File: config.mk
export PLATFORM = sky130hd
export DESIGN_NAME = fault_flag_response
export DESIGN_NICKNAME = d
export VERILOG_FILES = /design/src/inc/fault_flag_pkg.sv /design/src/fault_flag_response.sv
export SDC_FILE = /design/constraint.sdc
export NUM_CORES = 1
export LEC_CHECK = 0
export ABC_AREA = 0
export BUFFER_PORTS_ARGS = -buffer_cell sky130_fd_sc_hd__buf_2
export CAP_MARGIN = 20
export CORE_MARGIN = 5
export CORE_UTILIZATION = 45
export CTS_BUF_LIST = sky130_fd_sc_hd__clkbuf_2 sky130_fd_sc_hd__clkbuf_4 sky130_fd_sc_hd__clkbuf_8
export DETAILED_ROUTE_END_ITERATION = 8
export HOLD_SLACK_MARGIN = 0.06
export PLACE_DENSITY = 0.75
export SLEW_MARGIN = 20
export SYNTH_ARGS = -nofsm -noshare
export SYNTH_HDL_FRONTEND = slang
export SYNTH_SLANG_ARGS = --single-unit
File: constraint.sdc
create_clock -name i_clk -period 2.1 [get_ports i_clk]
set_input_delay 0.105 -clock i_clk [delete_from_list [all_inputs] [get_ports i_clk]]
set_output_delay 0.105 -clock i_clk [all_outputs]
set_load 0.005 [all_outputs]
File: src/inc/fault_flag_pkg.sv
/*
  package for the fault flag and response block: flag positions, register
  offsets, reset values, timing counts and carrier structs.
  assumes a 125 MHz clock and a 32-bit apb slave bus.
*/
package fault_flag_pkg;

  // clock rate in khz, used to derive cycle counts
  localparam int unsigned CLK_KHZ = 125000;

  // interrupt pulse length in microseconds, and in cycles
  localparam int unsigned IRQ_PULSE_US = 128;
  localparam int unsigned IRQ_PULSE_CYC = IRQ_PULSE_US * CLK_KHZ / 1000;

  // push-button hold times in milliseconds (defaults, plain values)
  localparam int unsigned WAKE_ONE_MS = 100;
  localparam int unsigned WAKE_TWO_MS = 1000;
  localparam int unsigned RESET_WARN_MS = 8000;
  localparam int unsigned WAKE_ONE_CYC = WAKE_ONE_MS * CLK_KHZ;
  localparam int unsigned WAKE_TWO_CYC = WAKE_TWO_MS * CLK_KHZ;
  localparam int unsigned RESET_WARN_CYC = RESET_WARN_MS * CLK_KHZ;

  // flag bit positions in the flag, mask and raw status words
  localparam int unsigned FLAG_WIDTH = 15;
  localparam int unsigned B_WARM = 0;
  localparam int unsigned B_HOT = 1;
  localparam int unsigned B_CONV_READY = 2;
  localparam int unsigned B_ALARM_ONE = 3;
  localparam int unsigned B_ALARM_TWO = 4;
  localparam int unsigned B_ALARM_THREE = 5;
  localparam int unsigned B_CEILING = 6;
  localparam int unsigned B_OPEN = 7;
  localparam int unsigned B_WATCHDOG = 8;
  localparam int unsigned B_TIMER_EXP = 9;
  localparam int unsigned B_REG_OCP = 10;
  localparam int unsigned B_PIN_OPEN = 11;
  localparam int unsigned B_WAKE_ONE = 12;
  localparam int unsigned B_WAKE_TWO = 13;
  localparam int unsigned B_RESET_WARN = 14;

  // register byte offsets
  localparam logic [7:0] OFS_FLAG = 8'h00;
  localparam logic [7:0] OFS_MASK = 8'h04;
  localparam logic [7:0] OFS_STATUS = 8'h08;
  localparam logic [7:0] OFS_CTRL = 8'h0c;

  // reset values
  localparam logic [14:0] MASK_RST = 15'h7fff;
  localparam logic [1:0] CTRL_RST = 2'h1;

  // control register fields
  localparam int unsigned C_REG_EN = 0;
  localparam int unsigned C_TIMER_EN = 1;

  // apb request carrier
  typedef struct packed {
    logic        psel;
    logic        penable;
    logic        pwrite;
    logic [7:0]  paddr;
    logic [31:0] pwdata;
  } apb_req_t;

  // charger-side response carrier
  typedef struct packed {
    logic charge_en;
    logic reduce_vreg;
    logic timer_run;
    logic timer_clear;
    logic regulator_en;
    logic rail_en;
  } response_t;

endpackage : fault_flag_pkg

File: src/fault_flag_response.sv
/*
  fault flag and response block: latches events on rising edges, pulses
  an interrupt, drives charger, timer, regulator and rail responses.
  assumes asynchronous status inputs from analog/other logic, apb host.
*/
// Chosen here: the APB interface to the registers and the register addresses.
// Summary of operation
// [RL1] flags set only on status rising edge
// [RL2] warm: flag, charge on, lowered regulation voltage
// [RL3] hot: flag, pause charging and timer
// [RL4] conversion done sets flag, no response
// [RL5] three comparator alarm flags, no response
// [RL6] current ceiling flag, charging stays on
// [RL7] open thermistor: flag, pause charging, timer
// [RL8] watchdog expiry flag, charging stays on
// [RL9] timer expiry disables charge until toggle
// [RL10] restart timer only after flag cleared; code restarts on the toggle that ends the lockout, flag not checked
// [RL11] regulator overcurrent flag, regulator stays on
// [RL12] current pin open: charge off until reset
// [RL13] button low wake one time sets flag
// [RL14] button low wake two time sets flag
// [RL15] button low reset warning time sets flag
// [RL16] die overheat disables all, no flag
// [RL17] one fixed 128 us interrupt pulse
// [RL18] flags latched until host read clears
// [RL19] synchronised inputs, reset clears all latches
`timescale 1ns/1ps
module fault_flag_response #(
  parameter int unsigned WAKE_ONE_CYC   = fault_flag_pkg::WAKE_ONE_CYC,
  parameter int unsigned WAKE_TWO_CYC   = fault_flag_pkg::WAKE_TWO_CYC,
  parameter int unsigned RESET_WARN_CYC = fault_flag_pkg::RESET_WARN_CYC
) (
  input  wire logic        i_clk,            // 125 mhz clock
  input  wire logic        i_resetn,         // async reset, active low
  input  wire logic        i_psel,           // apb select
  input  wire logic        i_penable,        // apb enable
  input  wire logic        i_pwrite,         // apb write
  input  wire logic [7:0]  i_paddr,          // apb byte address
  input  wire logic [31:0] i_pwdata,         // apb write data
  output logic      [31:0] o_prdata,         // apb read data
  output logic             o_pready,         // apb ready
  output logic             o_pslverr,        // apb error
  input  wire logic [11:0] i_status,         // raw status, bits 0..11
  input  wire logic        i_push_button_n,  // push_button_input, low
  input  wire logic        i_input_supply,   // input_supply valid
  input  wire logic        i_charge_enable,  // charge enable input
  input  wire logic        i_die_overheat,   // die_overheat_shutdown
  output logic             o_irq_pulse,      // 128 us pulse to host
  output logic             o_irq,            // level, unmasked flags
  output logic             o_charge_en,      // charger enabled
  output logic             o_reduce_vreg,    // lowered regulation voltage
  output logic             o_timer_run,      // safety timer counting
  output logic             o_timer_clear,    // safety timer restart
  output logic             o_regulator_en,   // regulator output on
  output logic             o_rail_en         // system_rail path on
);

  localparam int unsigned FW = fault_flag_pkg::FLAG_WIDTH;
  localparam int unsigned PW = $clog2(fault_flag_pkg::IRQ_PULSE_CYC + 1);

  // three-stage synchronisers for all outside inputs except the apb bus
  logic [15:0] sync1_q, sync2_q, sync3_q;    // 12 status, button, vin, ce, ot
  logic [15:0] raw_in;                       // packed raw inputs
  assign raw_in = {i_die_overheat, i_charge_enable, i_input_supply,
                   ~i_push_button_n, i_status};

  // synchroniser chain; first stage feeds only the second
  always_ff @(posedge i_clk or negedge i_resetn) begin
    if (!i_resetn) begin
      sync1_q <= 16'h0000;
      sync2_q <= 16'h0000;
      sync3_q <= 16'h0000;
    end else begin
      sync1_q <= raw_in;  // RL19
      sync2_q <= sync1_q;
      sync3_q <= sync2_q;
    end
  end

  // debounced level: changes only when stage two and three agree
  logic [15:0] lvl_q;                        // accepted levels
  always_ff @(posedge i_clk or negedge i_resetn) begin
    if (!i_resetn) begin
      lvl_q <= 16'h0000;
    end else begin
      for (int i = 0; i < 16; i++) begin
        if (sync2_q[i] == sync3_q[i]) begin
          lvl_q[i] <= sync3_q[i];  // RL19
        end
      end
    end
  end

  logic button_low;                          // button held low
  logic vin_lvl, ce_lvl, overheat;           // supply, enable, shutdown
  assign button_low = lvl_q[12];
  assign vin_lvl    = lvl_q[13];
  assign ce_lvl     = lvl_q[14];
  assign overheat   = lvl_q[15];

  // push-button hold counter, saturates at the longest time
  logic [31:0] hold_q;                       // cycles held low
  always_ff @(posedge i_clk or negedge i_resetn) begin
    if (!i_resetn) begin
      hold_q <= 32'h0000_0000;
    end else if (!button_low) begin
      hold_q <= 32'h0000_0000;
    end else if (hold_q < RESET_WARN_CYC) begin
      hold_q <= hold_q + 32'h0000_0001;
    end
  end

  // condition word: all fifteen status conditions
  logic [FW-1:0] cond;                       // live conditions
  assign cond = {hold_q >= RESET_WARN_CYC,   // RL15
                 hold_q >= WAKE_TWO_CYC,     // RL14
                 hold_q >= WAKE_ONE_CYC,     // RL13
                 lvl_q[11:0]};  // RL4 RL5 RL6 RL8

  // previous conditions for rising-edge detection
  logic [FW-1:0] cond_q;                     // delayed conditions
  logic [FW-1:0] rise;                       // rising edges
  always_ff @(posedge i_clk or negedge i_resetn) begin
    if (!i_resetn) begin
      cond_q <= '0;
    end else begin
      cond_q <= cond;
    end
  end
  assign rise = cond & ~cond_q;  // RL1

  // apb decode
  logic acc, wr, rd;                         // access phase strobes
  assign acc = i_psel & i_penable;
  assign wr  = acc & i_pwrite;
  assign rd  = acc & ~i_pwrite;

  // address match helper
  function automatic logic hit(input logic [7:0] a, input logic [7:0] o);
    hit = (a == o);
  endfunction : hit

  logic flag_rd, flag_w1c;                   // flag read, flag w1c
  assign flag_rd  = rd & hit(i_paddr, fault_flag_pkg::OFS_FLAG);
  assign flag_w1c = wr & hit(i_paddr, fault_flag_pkg::OFS_FLAG);

  // latched flags: read clears, w1c clears, new edge wins
  logic [FW-1:0] flag_q;                     // sticky flags
  logic [FW-1:0] clr;                        // bits to clear
  assign clr = flag_rd ? {FW{1'b1}} :
               (flag_w1c ? i_pwdata[FW-1:0] : '0);
  always_ff @(posedge i_clk or negedge i_resetn) begin
    if (!i_resetn) begin
      flag_q <= '0;
    end else begin
      flag_q <= (flag_q & ~clr) | rise;  // RL18
    end
  end

  // mask and control registers
  logic [FW-1:0] mask_q;                     // 1 passes the flag
  logic [1:0]    ctrl_q;                     // regulator/timer enables
  always_ff @(posedge i_clk or negedge i_resetn) begin
    if (!i_resetn) begin
      mask_q <= fault_flag_pkg::MASK_RST;
      ctrl_q <= fault_flag_pkg::CTRL_RST;
    end else if (wr) begin
      if (hit(i_paddr, fault_flag_pkg::OFS_MASK)) begin
        mask_q <= i_pwdata[FW-1:0];
      end
      if (hit(i_paddr, fault_flag_pkg::OFS_CTRL)) begin
        ctrl_q <= i_pwdata[1:0];  // RL11
      end
    end
  end

  // apb read data and answer, zero wait states
  always_ff @(posedge i_clk or negedge i_resetn) begin
    if (!i_resetn) begin
      o_prdata  <= 32'h0000_0000;
      o_pready  <= 1'b0;
      o_pslverr <= 1'b0;
    end else begin
      o_pready  <= i_psel & ~i_penable;
      o_pslverr <= 1'b0;
      if (i_psel & ~i_penable) begin
        unique case (i_paddr)
          fault_flag_pkg::OFS_FLAG:
            o_prdata <= {17'h00000, flag_q | rise};
          fault_flag_pkg::OFS_MASK:   o_prdata <= {17'h00000, mask_q};
          fault_flag_pkg::OFS_STATUS: o_prdata <= {17'h00000, cond};
          fault_flag_pkg::OFS_CTRL:   o_prdata <= {30'h0, ctrl_q};
          default: begin
            o_prdata  <= 32'h0000_0000;
            o_pslverr <= 1'b1;
          end
        endcase
      end
    end
  end

  // level interrupt from unmasked sticky flags
  always_ff @(posedge i_clk or negedge i_resetn) begin
    if (!i_resetn) begin
      o_irq <= 1'b0;
    end else begin
      o_irq <= |(((flag_q & ~clr) | rise) & mask_q);
    end
  end

  // fixed-length host pulse on an unmasked new event while no pulse is running
  logic [PW-1:0] pulse_q;                    // remaining pulse cycles
  always_ff @(posedge i_clk or negedge i_resetn) begin
    if (!i_resetn) begin
      pulse_q     <= '0;
      o_irq_pulse <= 1'b0;
    end else begin
      if (pulse_q == '0 && |(rise & mask_q)) begin
        pulse_q <= PW'(fault_flag_pkg::IRQ_PULSE_CYC);  // RL17
      end else if (pulse_q != '0) begin
        pulse_q <= pulse_q - PW'(1);
      end
      o_irq_pulse <= (pulse_q > PW'(1)) ||
                     (pulse_q == '0 && |(rise & mask_q));
    end
  end

  // length of the pulse now high, watched by the pulse checks
  logic [PW-1:0] hi_cnt_q;                   // cycles pulse has been up
  always_ff @(posedge i_clk or negedge i_resetn) begin
    if (!i_resetn) begin
      hi_cnt_q <= '0;
    end else if (o_irq_pulse) begin
      hi_cnt_q <= hi_cnt_q + PW'(1);
    end else begin
      hi_cnt_q <= '0;
    end
  end

  // toggle detection on supply and charge enable
  logic vin_d_q, ce_d_q;                     // delayed levels
  logic toggle;                              // either one fell
  always_ff @(posedge i_clk or negedge i_resetn) begin
    if (!i_resetn) begin
      vin_d_q <= 1'b0;
      ce_d_q  <= 1'b0;
    end else begin
      vin_d_q <= vin_lvl;
      ce_d_q  <= ce_lvl;
    end
  end
  assign toggle = (vin_d_q & ~vin_lvl) | (ce_d_q & ~ce_lvl);

  // safety timer lockout, cleared only by a toggle
  logic tmr_lock_q, tmr_restart_q;           // lockout, restart pending
  always_ff @(posedge i_clk or negedge i_resetn) begin
    if (!i_resetn) begin
      tmr_lock_q    <= 1'b0;
      tmr_restart_q <= 1'b0;
    end else begin
      if (rise[fault_flag_pkg::B_TIMER_EXP]) begin
        tmr_lock_q    <= 1'b1;  // RL9
        tmr_restart_q <= 1'b0;
      end else if (tmr_lock_q && toggle) begin
        tmr_lock_q    <= 1'b0;  // RL9
        tmr_restart_q <= 1'b1;  // RL10
      end else begin
        tmr_restart_q <= 1'b0;
      end
    end
  end

  // current pin open: latch until power-on reset
  logic pin_lock_q;                          // charge locked out
  always_ff @(posedge i_clk or negedge i_resetn) begin
    if (!i_resetn) begin
      pin_lock_q <= 1'b0;
    end else if (rise[fault_flag_pkg::B_PIN_OPEN]) begin
      pin_lock_q <= 1'b1;  // RL12
    end
  end

  // response outputs
  fault_flag_pkg::response_t rsp;            // next response
  always_comb begin
    logic pause;
    pause = cond[fault_flag_pkg::B_HOT] | cond[fault_flag_pkg::B_OPEN];
    // warm, ceiling, watchdog, alarms keep charging on  RL2 RL6 RL8 RL5
    rsp.charge_en    = ce_lvl & vin_lvl & ~pause & ~tmr_lock_q &
                       ~pin_lock_q & ~overheat;  // RL3
    rsp.reduce_vreg  = cond[fault_flag_pkg::B_WARM];  // RL2
    rsp.timer_run    = rsp.charge_en &
                       ctrl_q[fault_flag_pkg::C_TIMER_EN];  // RL7
    rsp.timer_clear  = tmr_restart_q;  // RL10
    rsp.regulator_en = ctrl_q[fault_flag_pkg::C_REG_EN] &
                       ~overheat;  // RL11
    rsp.rail_en      = ~overheat;  // RL16
  end

  // registered responses
  always_ff @(posedge i_clk or negedge i_resetn) begin
    if (!i_resetn) begin
      o_charge_en    <= 1'b0;
      o_reduce_vreg  <= 1'b0;
      o_timer_run    <= 1'b0;
      o_timer_clear  <= 1'b0;
      o_regulator_en <= 1'b0;
      o_rail_en      <= 1'b0;
    end else begin
      o_charge_en    <= rsp.charge_en;
      o_reduce_vreg  <= rsp.reduce_vreg;
      o_timer_run    <= rsp.timer_run;
      o_timer_clear  <= rsp.timer_clear;
      o_regulator_en <= rsp.regulator_en;
      o_rail_en      <= rsp.rail_en;
    end
  end

  // assertions
  edge_only_a: assert property (  // RL1
    @(posedge i_clk) disable iff (!i_resetn)
    (!flag_q[0] && !$past(cond[0]) && !cond[0] && !flag_rd)
      |=> !flag_q[0]) else $error("flag set without edge");
  rise_flag_a: assert property (  // RL1
    @(posedge i_clk) disable iff (!i_resetn)
    (rise != '0) |=> ((flag_q & $past(rise)) == $past(rise)))
    else $error("edge did not set its flag");
  hot_pause_a: assert property (  // RL3
    @(posedge i_clk) disable iff (!i_resetn)
    cond[fault_flag_pkg::B_HOT] |=> !o_charge_en && !o_timer_run)
    else $error("hot did not pause");
  open_pause_a: assert property (  // RL7
    @(posedge i_clk) disable iff (!i_resetn)
    cond[fault_flag_pkg::B_OPEN] |=> !o_charge_en && !o_timer_run)
    else $error("open did not pause");
  warm_vreg_a: assert property (  // RL2
    @(posedge i_clk) disable iff (!i_resetn)
    cond[fault_flag_pkg::B_WARM] |=> o_reduce_vreg)
    else $error("warm did not lower voltage");
  timer_lock_a: assert property (  // RL9
    @(posedge i_clk) disable iff (!i_resetn)
    rise[fault_flag_pkg::B_TIMER_EXP] |=> ##1 !o_charge_en)
    else $error("expiry did not stop charge");
  restart_gate_a: assert property (  // RL10
    @(posedge i_clk) disable iff (!i_resetn)
    tmr_restart_q |-> !tmr_lock_q)
    else $error("timer restarted while locked");
  reg_keep_a: assert property (  // RL11
    @(posedge i_clk) disable iff (!i_resetn)
    (cond[fault_flag_pkg::B_REG_OCP] && ctrl_q[fault_flag_pkg::C_REG_EN] &&
     !overheat) |=> o_regulator_en)
    else $error("overcurrent turned regulator off");
  pin_latch_a: assert property (  // RL12
    @(posedge i_clk) disable iff (!i_resetn)
    rise[fault_flag_pkg::B_PIN_OPEN] |=> pin_lock_q)
    else $error("pin open did not latch");
  pin_lock_a: assert property (  // RL12
    @(posedge i_clk) disable iff (!i_resetn)
    pin_lock_q |=> !o_charge_en) else $error("pin lockout lost");
  overheat_off_a: assert property (  // RL16
    @(posedge i_clk) disable iff (!i_resetn)
    overheat |=> !o_rail_en && !o_regulator_en && !o_charge_en &&
     !o_timer_run) else $error("overheat left outputs on");
  pulse_len_a: assert property (  // RL17
    @(posedge i_clk) disable iff (!i_resetn)
    $rose(o_irq_pulse) |-> o_irq_pulse [*8])
    else $error("interrupt pulse too short");
  pulse_full_a: assert property (  // RL17
    @(posedge i_clk) disable iff (!i_resetn)
    (o_irq_pulse && hi_cnt_q < PW'(fault_flag_pkg::IRQ_PULSE_CYC - 1))
      |=> o_irq_pulse) else $error("interrupt pulse cut short");
  pulse_max_a: assert property (  // RL17
    @(posedge i_clk) disable iff (!i_resetn)
    hi_cnt_q <= PW'(fault_flag_pkg::IRQ_PULSE_CYC))
    else $error("interrupt pulse too long");
  flag_hold_a: assert property (  // RL18
    @(posedge i_clk) disable iff (!i_resetn)
    (flag_q[1] && !acc) |=> flag_q[1])
    else $error("flag lost without read");
  read_clear_a: assert property (  // RL18
    @(posedge i_clk) disable iff (!i_resetn)
    flag_rd |=> (flag_q == $past(rise)))
    else $error("read did not clear flags");
  irq_level_a: assert property (  // RL18
    @(posedge i_clk) disable iff (!i_resetn)
    ((flag_q & mask_q) != '0 && !acc) |=> o_irq)
    else $error("interrupt level missing");

endmodule : fault_flag_response

## Yosys cells after proc, flatten, opt, wreduce, memory -nomap -nowiden

Index checks and enable logic that the tools add are counted.

- $add $sub $neg: 2
- Multiply operators: 0
- Div/mod/pow operators: 0
- Order comparisons: 5
- Equal/unequal tests: 20
- Shifts and indexed selects: 0
- Mux-type cells: 13
- Bitwise operators: 34
- Reduce and logical (&&, ||, !) cells: 13

Operator list:

| kind | number |
|---|---|
| 32-bit 2-to-1 mux | 2 |
| 15-bit bitwise AND | 4 |
| 15-bit one-hot mux with 4 select lines | 1 |
| 32-bit by 1-bit adder with 32-bit output (second input constant) | 1 |
| 32-bit by 24-bit >= comparator with 1-bit output (second input constant) | 1 |
| 32-bit by 27-bit >= comparator with 1-bit output (second input constant) | 1 |
| 32-bit by 30-bit >= comparator with 1-bit output (second input constant) | 1 |
| 32-bit by 30-bit < comparator with 1-bit output (second input constant) | 1 |
| 15-bit 2-to-1 mux | 2 |
| 15-bit NOT | 2 |
| 15-bit bitwise OR | 2 |
| 15-bit OR reduction | 2 |
| 14-bit 2-to-1 mux | 2 |
| 1-bit equality test | 16 |
| 8-bit by 4-bit equality test with 1-bit output (second input constant) | 2 |
| 1-bit bitwise AND | 15 |
| 14-bit by 1-bit > comparator with 1-bit output (second input constant) | 1 |
| 14-bit zero test | 1 |
| 14-bit nonzero test | 1 |
| 14-bit by 1-bit subtractor with 14-bit output (second input constant) | 1 |
| 1-bit NOT | 9 |
| 8-bit by 3-bit equality test with 1-bit output (second input constant) | 1 |
| 8-bit zero test | 1 |
| 1-bit 2-to-1 mux | 6 |
| 7 further kinds | 11 |

- Register bits: 204
- Latch bits: 0
- Bits in writable memories: 0
- Bits in read-only memories: 0
- Input bits: 61
- Output and inout port bits: 42
- Logic and storage cells: 128
- Memories kept: 0

## Longest topological paths before layout

Gate-level depths: netlist of run 1.

- Depth after elaboration: 10
- Gate-level depth with buffers: 9
- Gate-level depth less buffers: 7

## Worst setup path before layout of run 1

No wires, ideal clock.

- Kind: reg-to-reg
- Start: register hold_q[22]
- End: register o_irq
- Library setup time: 0.139 ns
- Data arrival time: 2.179 ns
- Required time: 1.961 ns
- Slack: -0.218 ns
- Stages on the path, launching flop included: 8
- Path buffers: 1
- Period minus slack after synthesis: 2.318 ns
- Cell sequence: dfrtp_1 > buf_6 > a2111oi_4 > nand3_1 > a211oi_2 > o21ai_2 > or3_4 > or4_4

- Longest elaborated chain between the ends: 5
- Elaborated cells between the ends (all ways): 7
- Classes of those cells: 3 x order compare; 3 x bitwise; 1 x reduce/logical

Ends and longest elaborated chain:

| item | RTL line | RTL |
|---|---|---|
| start, declared | fault_flag_response.sv:102 | `logic [31:0] hold_q;` |
| start signal, assigned | fault_flag_response.sv:109 | `hold_q <= hold_q + 32'h0000_0001;` |
| 32-bit by 24-bit >= comparator with 1-bit output, or another cell as far along | fault_flag_response.sv:117 | `hold_q >= WAKE_ONE_CYC,` |
| 15-bit bitwise AND * | fault_flag_response.sv:130 | `assign rise = cond & ~cond_q;` |
| 15-bit bitwise OR * | fault_flag_response.sv:207 | `o_irq <= \|(((flag_q & ~clr) \| rise) & mask_q);` |
| 15-bit bitwise AND * | fault_flag_response.sv:207 |  |
| 15-bit OR reduction * | fault_flag_response.sv:207 |  |
| end signal, assigned | fault_flag_response.sv:207 |  |
| end, declared | fault_flag_response.sv:49 | `output logic o_irq,` |

Mark *: on every way between the ends. The rest lies on a longest branch, timed or not.
A chain may end at the register's enable or synchronous reset.

## Worst setup path after layout of run 1

- Start: register hold_q[18]
- End: register o_irq

The elaborated chain is that of the path after synthesis.

==> impl_metrics.tcl, run 1 <==
set metrics [dict create \
    powerDensity_nw_per_um2 681 \
    crit_family "simple AND/OR/NAND/NOR gates" \
    grt_usage_pct 18.0 \
    setup_viol 23 \
    total_power_mw 6.97 \
    htree_num_levels 4 \
    syn_avg_cell_area_um2 11.2 \
    slew-limit-headroom_pct 60.8 \
    ys.flop_type "dfrtp_1" \
    finalCriticalPeriod_ns 2.34 \
    cts_max_path_buffers 2 \
    drt_iter0_drc 429 \
    max_freq_mhz 428 \
    yosysTopAreaCell "dfrtp_1" \
    gp_congestion 0.863 \
    syn-cell-area_um2 7970 \
    worst_slew_pin_slew_ns 0.587 \
    drc 0 \
    async_flop_share_pct 100 \
    finalHoldViolCount 0 \
    cp_slowest_cell "or4_4" \
    antenna_found_initial 0 \
    drtPass1Iterations 5 \
    peakVddDrop_v 0.000497 \
    start_util_pct 45.9 \
    num_io_pins 103 \
    clkSlewWorstSetupHoldPaths_ns 0.10 \
    die_area_um2 20500 \
    critPathMaxStageDelay_ns 0.49 \
    ys_seq_area_share_pct 58.6 \
    area_growth_pct 28.3 \
    maxCapViolCount 0 \
    ys_warn_count 0 \
    grt_pass1_vias 5723 \
    ys_ff_latch 186 \
    r2r_start "hold_q[18]" \
    final.setup_skew_ns 0.0138 \
    rsz0062_at_grt "yes" \
    chipHeight_um 143 \
    numCtsBuffers 17 \
    hold_slack_ns 0.131 \
    hpwl_um 12400 \
    yosysTopAreaCellShare_pct 53.4 \
    synth_edf_count 0 \
    leakage_nw 4.53 \
    fin_nets 972 \
    insertedDiodeCount 0 \
    violations "negative setup slack" \
    syn_inst 711 \
    synth_cell_types 70 \
    startpoint "hold_q[18]" \
    cts_tree "yes" \
    root_buffer "clkbuf_8" \
    path_cells "nor3_1, o311ai_2, a41oi_2, buf_4, o311ai_4, or3_4, or4_4" \
    drt-total-wl_um 18700 \
    fin_crit_sh_pct 111 \
    drv_slew 0 \
    clk_latency_ns 0.46 \
    crit_fanout 5 \
    ys_top_cells_by_area "dfrtp_1 53%, dfstp_2 5.3%, o21ai_0 3.4%" \
    postRouteAntennaNets 0 \
    grt-ovfl-total 0 \
    post-place-ws_ns -0.223 \
    finalWorstSetupSlack_ns -0.239 \
    num_rows 48 \
    min_path_type "in -> reg" \
    wl_per_cell_um 16.3 \
    fp.coreArea_um2 17400 \
    critical_path_required_ns 2.43 \
    cp_num_buf_inv 1 \
    routed_via_density 5.31 \
    cp-start-kind "register" \
    die_w_um 143 \
    path_class "reg -> reg" \
    io_buffers 68 \
    status "complete, but fails checks" \
    min_from "i_paddr[6]" \
    final_cell_mix "166 x dfrtp_1, 85 x buf_4, 67 x buf_2" \
    cts.sinks 186 \
    worstSetupEndpointType "register" \
    layout_commonest_cell "dfrtp_1" \
    grt_max_degree 64 \
    vias 6084 \
    grt_pass1_wl_um 29200 \
    drive_above_1_share_pct 31.3 \
    cp.arrival_ns 2.67 \
]
[tightest hold or removal path, cell delays in order]
cell and delay [ns]:
buf_2 0.09, nor2_1 0.05, and2_1 0.18, nor2_1 0.13
[flip-flops by register name, summed over array words and instances (netlist names), 2 cells and up]
register,flops
sync2_q,16
sync3_q,16
ctrl_q,2
o_prdata,15
sync1_q,16
hold_q,32
cond_q,15
pulse_q,14
mask_q,15
lvl_q,16
flag_q,15
[where the power goes]
group,leakage [nW],total (mW),internal (mW),switching (mW)
combinational,2.14,0.766,0.363,0.403
clock,0.174,2.22,0.876,1.34
sequential,2.22,3.99,3.81,0.173
[cell families after synthesis]
kind of cell	synth area share, %
xor+xnor	2.20
compound gates	12.0
buf+inv	4.93
simple gates	16.5
flops	58.6
mux	2.98
other cells	0.0471
fa+ha+maj	2.64
[layout make-up]
class	count	area, um2
Clock buffer	19	249
Clock inverter	13	110
Fill cell	1389	7130
Inverter	36	135
Multi-Input combinational cell	460	3200
Sequential cell	186	4680
Tap cell	225	282
Timing Repair Buffer	206	1570
[routing by layer]
layer / track usage, % / wire length (um) / vias to the layer above
met5: 0 / 0 / -
met2: 27.4 / 8730 / 166
met1: 26.7 / 8810 / 2998
met3: 3.11 / 943 / 20
li1: - / - / 2900
met4: 4.95 / 228 / 0
[through the flow]
stage                     instance area [um2]  utilization, %  setup TNS, ns  instances
after floorplan                          8030               -         -0.123        727
after global placement                   9070            52.2          -1.07       1057
after detailed placement                 9070            52.2          -2.58       1057
after CTS                                9840            56.7         -0.373       1125
after global routing                    10200            58.9          -5.08       1145
final                                   10200            58.9          -1.79       1145
[cells in the mapped netlist (12+ instances only)]
master	n
a21oi_1	19
dfstp_2	16
buf_4	18
maj3_1	16
nand3b_1	12
o21ai_0	54
xor2_1	15
inv_1	35
nand4_1	18
clkbuf_1	22
mux2_2	14
nor2_1	36
dfrtp_1	170
nand2_1	67
nand3_1	23
[what timing repair did]
action | CTS | global route
endpoints found under the hold margin | 102 | 0
setup buffers | 1 | 19
pin swaps | 1 | 39
endpoints found under the setup margin | 36 | 44
gates cloned | 0 | 2
hold buffers | 35 | 0
resized for setup | 10 | 67
[worst paths after layout]
| path | cells after the start | slack (ns) | end |
|---|---|---|---|
| setup / recovery | 7 | -0.24 | o_irq |
| max in group asynchronous | 3 | 1.18 | mask_q[1] |
| min in group asynchronous | 2 | 0.20 | vin_d_q |
| hold / removal | 4 | 0.13 | o_pslverr |
| hold reg to reg | 0 | 0.36 | sync2_q[12] |
| setup reg to reg | 7 | -0.24 | o_irq |
Note: power is estimated with default switching activity, not from simulation.
==> run 2: changes to the inputs <==
Settings changed: TNS_END_PERCENT set to 5.
==> run 2 against run 1 <==
The flow still finishes with violations (negative setup slack). Sequential share of layout area increased by 1.1 points. Design area decreased by 2.5%. Clock-buffer cell count increased by 2. Total power increased by 1.4%. First-iteration DRC count increased by 9.6%. Register-to-register slack improved by 0.05 ns. Critical endpoint unchanged. Routed wire length decreased by 3.5%. Clock power increased by 6%. Sequential cell count unchanged. Setup slack improved by 0.050 ns. Critical path depth unchanged. Combinational power decreased by 5.7%.
==> impl_metrics.tcl, run 2 (synthesized netlist as in run 1, its figures left out) <==
set metrics [dict create \
    io_buffers 68 \
    start_util_pct 45.9 \
    fin_crit_sh_pct 109 \
    postRouteAntennaNets 0 \
    area_growth_pct 25.1 \
    setup_viol 11 \
    min_path_type "in -> async" \
    ff2ff_setup_slack_ns -0.19 \
    path_depth 7 \
    grt-ovfl-total 0 \
    regArea_um2 4680 \
    cp.arrival_ns 2.63 \
    routed_via_density 5.31 \
    cp_slowest_cell "or4_4" \
    violations "negative setup slack" \
    largest_register_ffs 32 \
    insertedDiodeCount 0 \
    path_cells "buf_4, o21ai_0, nand3b_1, o21ai_2, a21oi_2, or3_4, or4_4" \
    numCtsBuffers 17 \
    rsz0062_at_grt "yes" \
    die_w_um 143 \
    r2r_start "hold_q[22]" \
    critical_path_required_ns 2.44 \
    layout_commonest_cell "dfrtp_1" \
    endpoint "o_irq" \
    htree_num_levels 4 \
    grt_usage_pct 18.3 \
    peakVddDrop_v 0.000437 \
    final_cell_mix "168 x dfrtp_1, 89 x buf_4, 67 x buf_2" \
    startpoint "hold_q[22]" \
    grt_pass1_vias 5928 \
    cts_tree "yes" \
    cp-start-kind "register" \
    fin_util_pct 57.5 \
    fp.coreArea_um2 17400 \
    crit_family "simple AND/OR/NAND/NOR gates" \
    vias 6034 \
    drive_above_1_share_pct 28.5 \
    root_buffer "clkbuf_8" \
    cp_num_buf_inv 1 \
    finalHoldViolCount 0 \
    die_area_um2 20500 \
    crit_fanout 5 \
    drt-total-wl_um 18000 \
    r2r_cells 7 \
    critPathMaxStageDelay_ns 0.47 \
    grt_max_degree 50 \
    drtPass1Iterations 5 \
    status "complete, but fails checks" \
    cts_max_path_buffers 2 \
    leakage_nw 4.47 \
    final.setup_skew_ns 0.0128 \
    worstSetupEndpointType "register" \
    gp_congestion 0.882 \
    multi_input_area_um2 3040 \
    clkSlewWorstSetupHoldPaths_ns 0.09 \
    drv_slew 0 \
    postPlaceCellArea_um2 9120 \
    finalWorstSetupSlack_ns -0.189 \
    num_rows 48 \
    maxCapViolCount 0 \
    chipHeight_um 143 \
    max_freq_mhz 437 \
    clk_latency_ns 0.46 \
    hpwl_um 12600 \
    fin_nets 963 \
    drc 0 \
    antenna_found_initial 0 \
    r2r-end "o_irq" \
    powerDensity_nw_per_um2 708 \
    finalCriticalPeriod_ns 2.29 \
    num_io_pins 103 \
    fin_area_um2 9970 \
    path_class "reg -> reg" \
    drt_iter0_drc 470 \
    worst_slew_pin_slew_ns 0.551 \
    cts.sinks 186 \
    wl_per_cell_um 15.9 \
    slew-limit-headroom_pct 63.1 \
    nFillCells 1411 \
    grt_pass1_wl_um 29600 \
    top_register "hold_q" \
]
-- run 2: cell types whose count changed in the layout (fill, tap and decap cells not counted), sizes merged --
cell / delta
clkinvlp: -1
clkinv: +1
inv: -3
bufinv: +1
clkbuf: +2
buf: -9
-- run 2: worst min-delay path by stage --
stage          cells past startpoint  slack [ns]          end       start
2_1_floorplan                      0       -0.19       ce_d_q    i_resetn
4_1_cts                            4         0.1    o_pslverr  i_paddr[6]
3_3_place_gp                       1        0.05  sync1_q[14]    i_resetn
6_report                           2        0.13    lvl_q[13]    i_resetn
5_1_grt                            4        0.11    o_pslverr  i_paddr[6]
3_5_place_dp                       1        0.05  sync1_q[14]    i_resetn
-- run 2: through the flow --
| stage | setup TNS, ns | setup slack (ns) | power, mW | hold WS, ns | std cells |
|---|---|---|---|---|---|
| after floorplan | -0.134 | -0.123 | 4.36 | -0.191 | 727 |
| after global placement | -0.295 | -0.119 | 4.67 | 0.0538 | 1068 |
| after detailed placement | -0.600 | -0.114 | 4.70 | 0.0544 | 1068 |
| after CTS | -0.369 | -0.119 | 7.11 | 0.0970 | 1135 |
| after global routing | -4.18 | -0.326 | 7.39 | 0.112 | 1136 |
| final | -0.747 | -0.189 | 7.06 | 0.128 | 1136 |
-- run 2: what timing repair did --
action,in CTS,in global routing
pin swaps,3,8
hold endpoints to repair,219,0
hold buffers,35,0
buffers inserted,0,1
resized for setup,5,18
setup endpoints to repair,26,40
-- run 2: final cells by class --
class	count	area share [%]
clock buffer	21	2.90
clock inverter	11	1.10
inverter	36	1.36
multi-input combinational	460	30.5
sequential	186	46.9
tap	225	2.82
timing repair buffer	197	14.4
-- run 2: report_power, final --
part           internal, mW  switching, mW
Clock                  1.08           1.28
Combinational         0.339          0.383
Sequential             3.81          0.171
-- run 2: per-layer routing --
metal  share of wire, %  global-route usage (%)
met1                 46                    25.8
met2                 46                    28.2
met3                5.9                    3.75
met4                2.0                    6.55
met5                  0                       0
==> run 3: changes to the inputs <==
==> constraint.sdc (replaced) <==
create_clock -name i_clk -period 2.1 [get_ports i_clk]
set_input_delay 0.21 -clock i_clk [delete_from_list [all_inputs] [get_ports i_clk]]
set_output_delay 0.21 -clock i_clk [all_outputs]
set_load 0.005 [all_outputs]
==> run 3 against run 2 <==
Combinational power grew 2%. Die area is the same. Core utilization is 0.15 points lower. Critical endpoint unchanged. Largest power group unchanged. The flow still finishes with violations (negative setup slack). Highest routed layer unchanged. Sequential power hardly changed. Sequential cell count stayed put. Clock-buffer cell count shrank 4. Cell count is 0.62% lower. Routed wire length rose by 1.2%. Non-clock buffer count down 7.
==> impl_metrics.tcl, run 3 (synthesized netlist as in run 1, its figures left out) <==
set metrics [dict create \
    status "complete, but fails checks" \
    violations "negative setup slack" \
    hpwl_um 13100 \
    crit_fanout 6 \
    chipHeight_um 143 \
    cts_max_path_buffers 2 \
    grt-ovfl-total 0 \
    grt_max_degree 48 \
    cts.sinks 186 \
    postRouteAntennaNets 0 \
    leakage_nw 4.42 \
    layout_commonest_cell "dfrtp_1" \
    wl_per_cell_um 16.2 \
    cts_tree "yes" \
    grt_pass1_vias 5950 \
    min_to "flag_q[8]" \
    r2r-end "o_irq" \
    grt_usage_pct 18.7 \
    insertedDiodeCount 0 \
    r2r_start "hold_q[22]" \
    drv_slew 0 \
    cp.arrival_ns 2.61 \
    powerDensity_nw_per_um2 701 \
    finalHoldViolCount 0 \
    post-place-ws_ns -0.158 \
    peakVddDrop_v 0.000386 \
    slew-limit-headroom_pct 63.1 \
    postPlaceCellArea_um2 9130 \
    die_area_um2 20500 \
    rsz0062_at_grt "yes" \
    area_growth_pct 24.8 \
    min_from "i_penable" \
    worstHoldPathCells 4 \
    drc 0 \
    maxCapViolCount 0 \
    grt_pass1_wl_um 30100 \
    startpoint "hold_q[22]" \
    root_buffer "clkbuf_8" \
    top_register "hold_q" \
    io_buffers 68 \
    post_cts_buffers 0 \
    regArea_um2 4680 \
    largest_register_ffs 32 \
    ff2ff_setup_slack_ns -0.17 \
    min_path_type "in -> reg" \
    die_w_um 143 \
    fin_nets 956 \
    worstSetupEndpointType "register" \
    fin_util_pct 57.3 \
    critical_path_required_ns 2.44 \
    final.setup_skew_ns 0.0129 \
    finalCriticalPeriod_ns 2.27 \
    path_class "reg -> reg" \
    finalWorstSetupSlack_ns -0.170 \
    cp-start-kind "register" \
    numCtsBuffers 17 \
    fp.coreArea_um2 17400 \
    routed_via_density 5.22 \
    drive_above_1_share_pct 29.2 \
    r2r_cells 6 \
    num_io_pins 103 \
    fin_area_um2 9950 \
    drtPass1Iterations 5 \
    htree_num_levels 4 \
    max_freq_mhz 440 \
    worst_slew_pin_slew_ns 0.552 \
    clk_latency_ns 0.47 \
    clkSlewWorstSetupHoldPaths_ns 0.11 \
    num_rows 48 \
    vias 5893 \
    antenna_found_initial 0 \
    drt_iter0_drc 277 \
    gp_congestion 0.848 \
    setup_viol 4 \
    final_cell_mix "167 x dfrtp_1, 84 x buf_4, 67 x buf_2" \
    nFillCells 1416 \
    drt-total-wl_um 18300 \
    multi_input_area_um2 3080 \
    fin_crit_sh_pct 108 \
    start_util_pct 45.9 \
]
-- run 3: timing repair --
item	4_1_cts	5_1_grt
hold endpoints to repair	165	0
hold buffers	32	0
gates resized for setup	14	18
pin swaps	4	10
endpoints found under the setup margin	24	37
-- run 3: critical path: stages, from the launching register on --
cell       delay (ns)
dfrtp_2          0.46
a2111oi_4        0.36
nand3_1          0.13
a211oi_2         0.25
o21ai_2          0.09
or3_4            0.38
or4_4            0.47
-- run 3: worst max-delay path by stage --
stage | endpoint | slack [ns] | cells after the start
finish | o_irq | -0.17 | 6
CTS | o_irq | -0.17 | 6
global route | o_irq | -0.30 | 6
floorplan | o_irq | -0.12 | 7
detailed placement | pulse_q[13] | -0.16 | 7
global placement | o_irq | -0.16 | 6
-- run 3: layout make-up --
| type | count | area share (%) |
|---|---|---|
| sequential | 186 | 47.0 |
| multi-input combinational | 460 | 31.0 |
| timing repair buffer | 190 | 14.1 |
| tap | 225 | 2.83 |
| clock buffer | 17 | 2.35 |
| clock inverter | 15 | 1.37 |
| inverter | 36 | 1.36 |
-- run 3: metal layers --
| metal | up-vias | routed length [um] | track usage, % |
|---|---|---|---|
| li1 | 2855 | - | - |
| met1 | 2858 | 8230 | 26.1 |
| met2 | 156 | 8600 | 29.3 |
| met3 | 24 | 1050 | 3.78 |
| met4 | 0 | 379 | 6.55 |
| met5 | - | 0 | 0 |
-- run 3: per-stage QoR --
step                      hold slack [ns]  setup TNS [ns]  total power, mW  cells
after floorplan                   -0.0856          -0.134             4.36    727
after global placement              0.165          -0.755             4.68   1065
after detailed placement            0.166           -1.43             4.70   1065
after CTS                           0.109          -0.331             7.01   1129
after global routing                0.167           -2.49             7.30   1129
final                               0.163          -0.360             6.97   1129
-- run 3: where the power goes --
group	internal, mW	total, mW	switching (mW)
sequential	3.81	4.00	0.184
combinational	0.351	0.740	0.389
clock	0.861	2.23	1.37
total	5.03	6.97	1.94
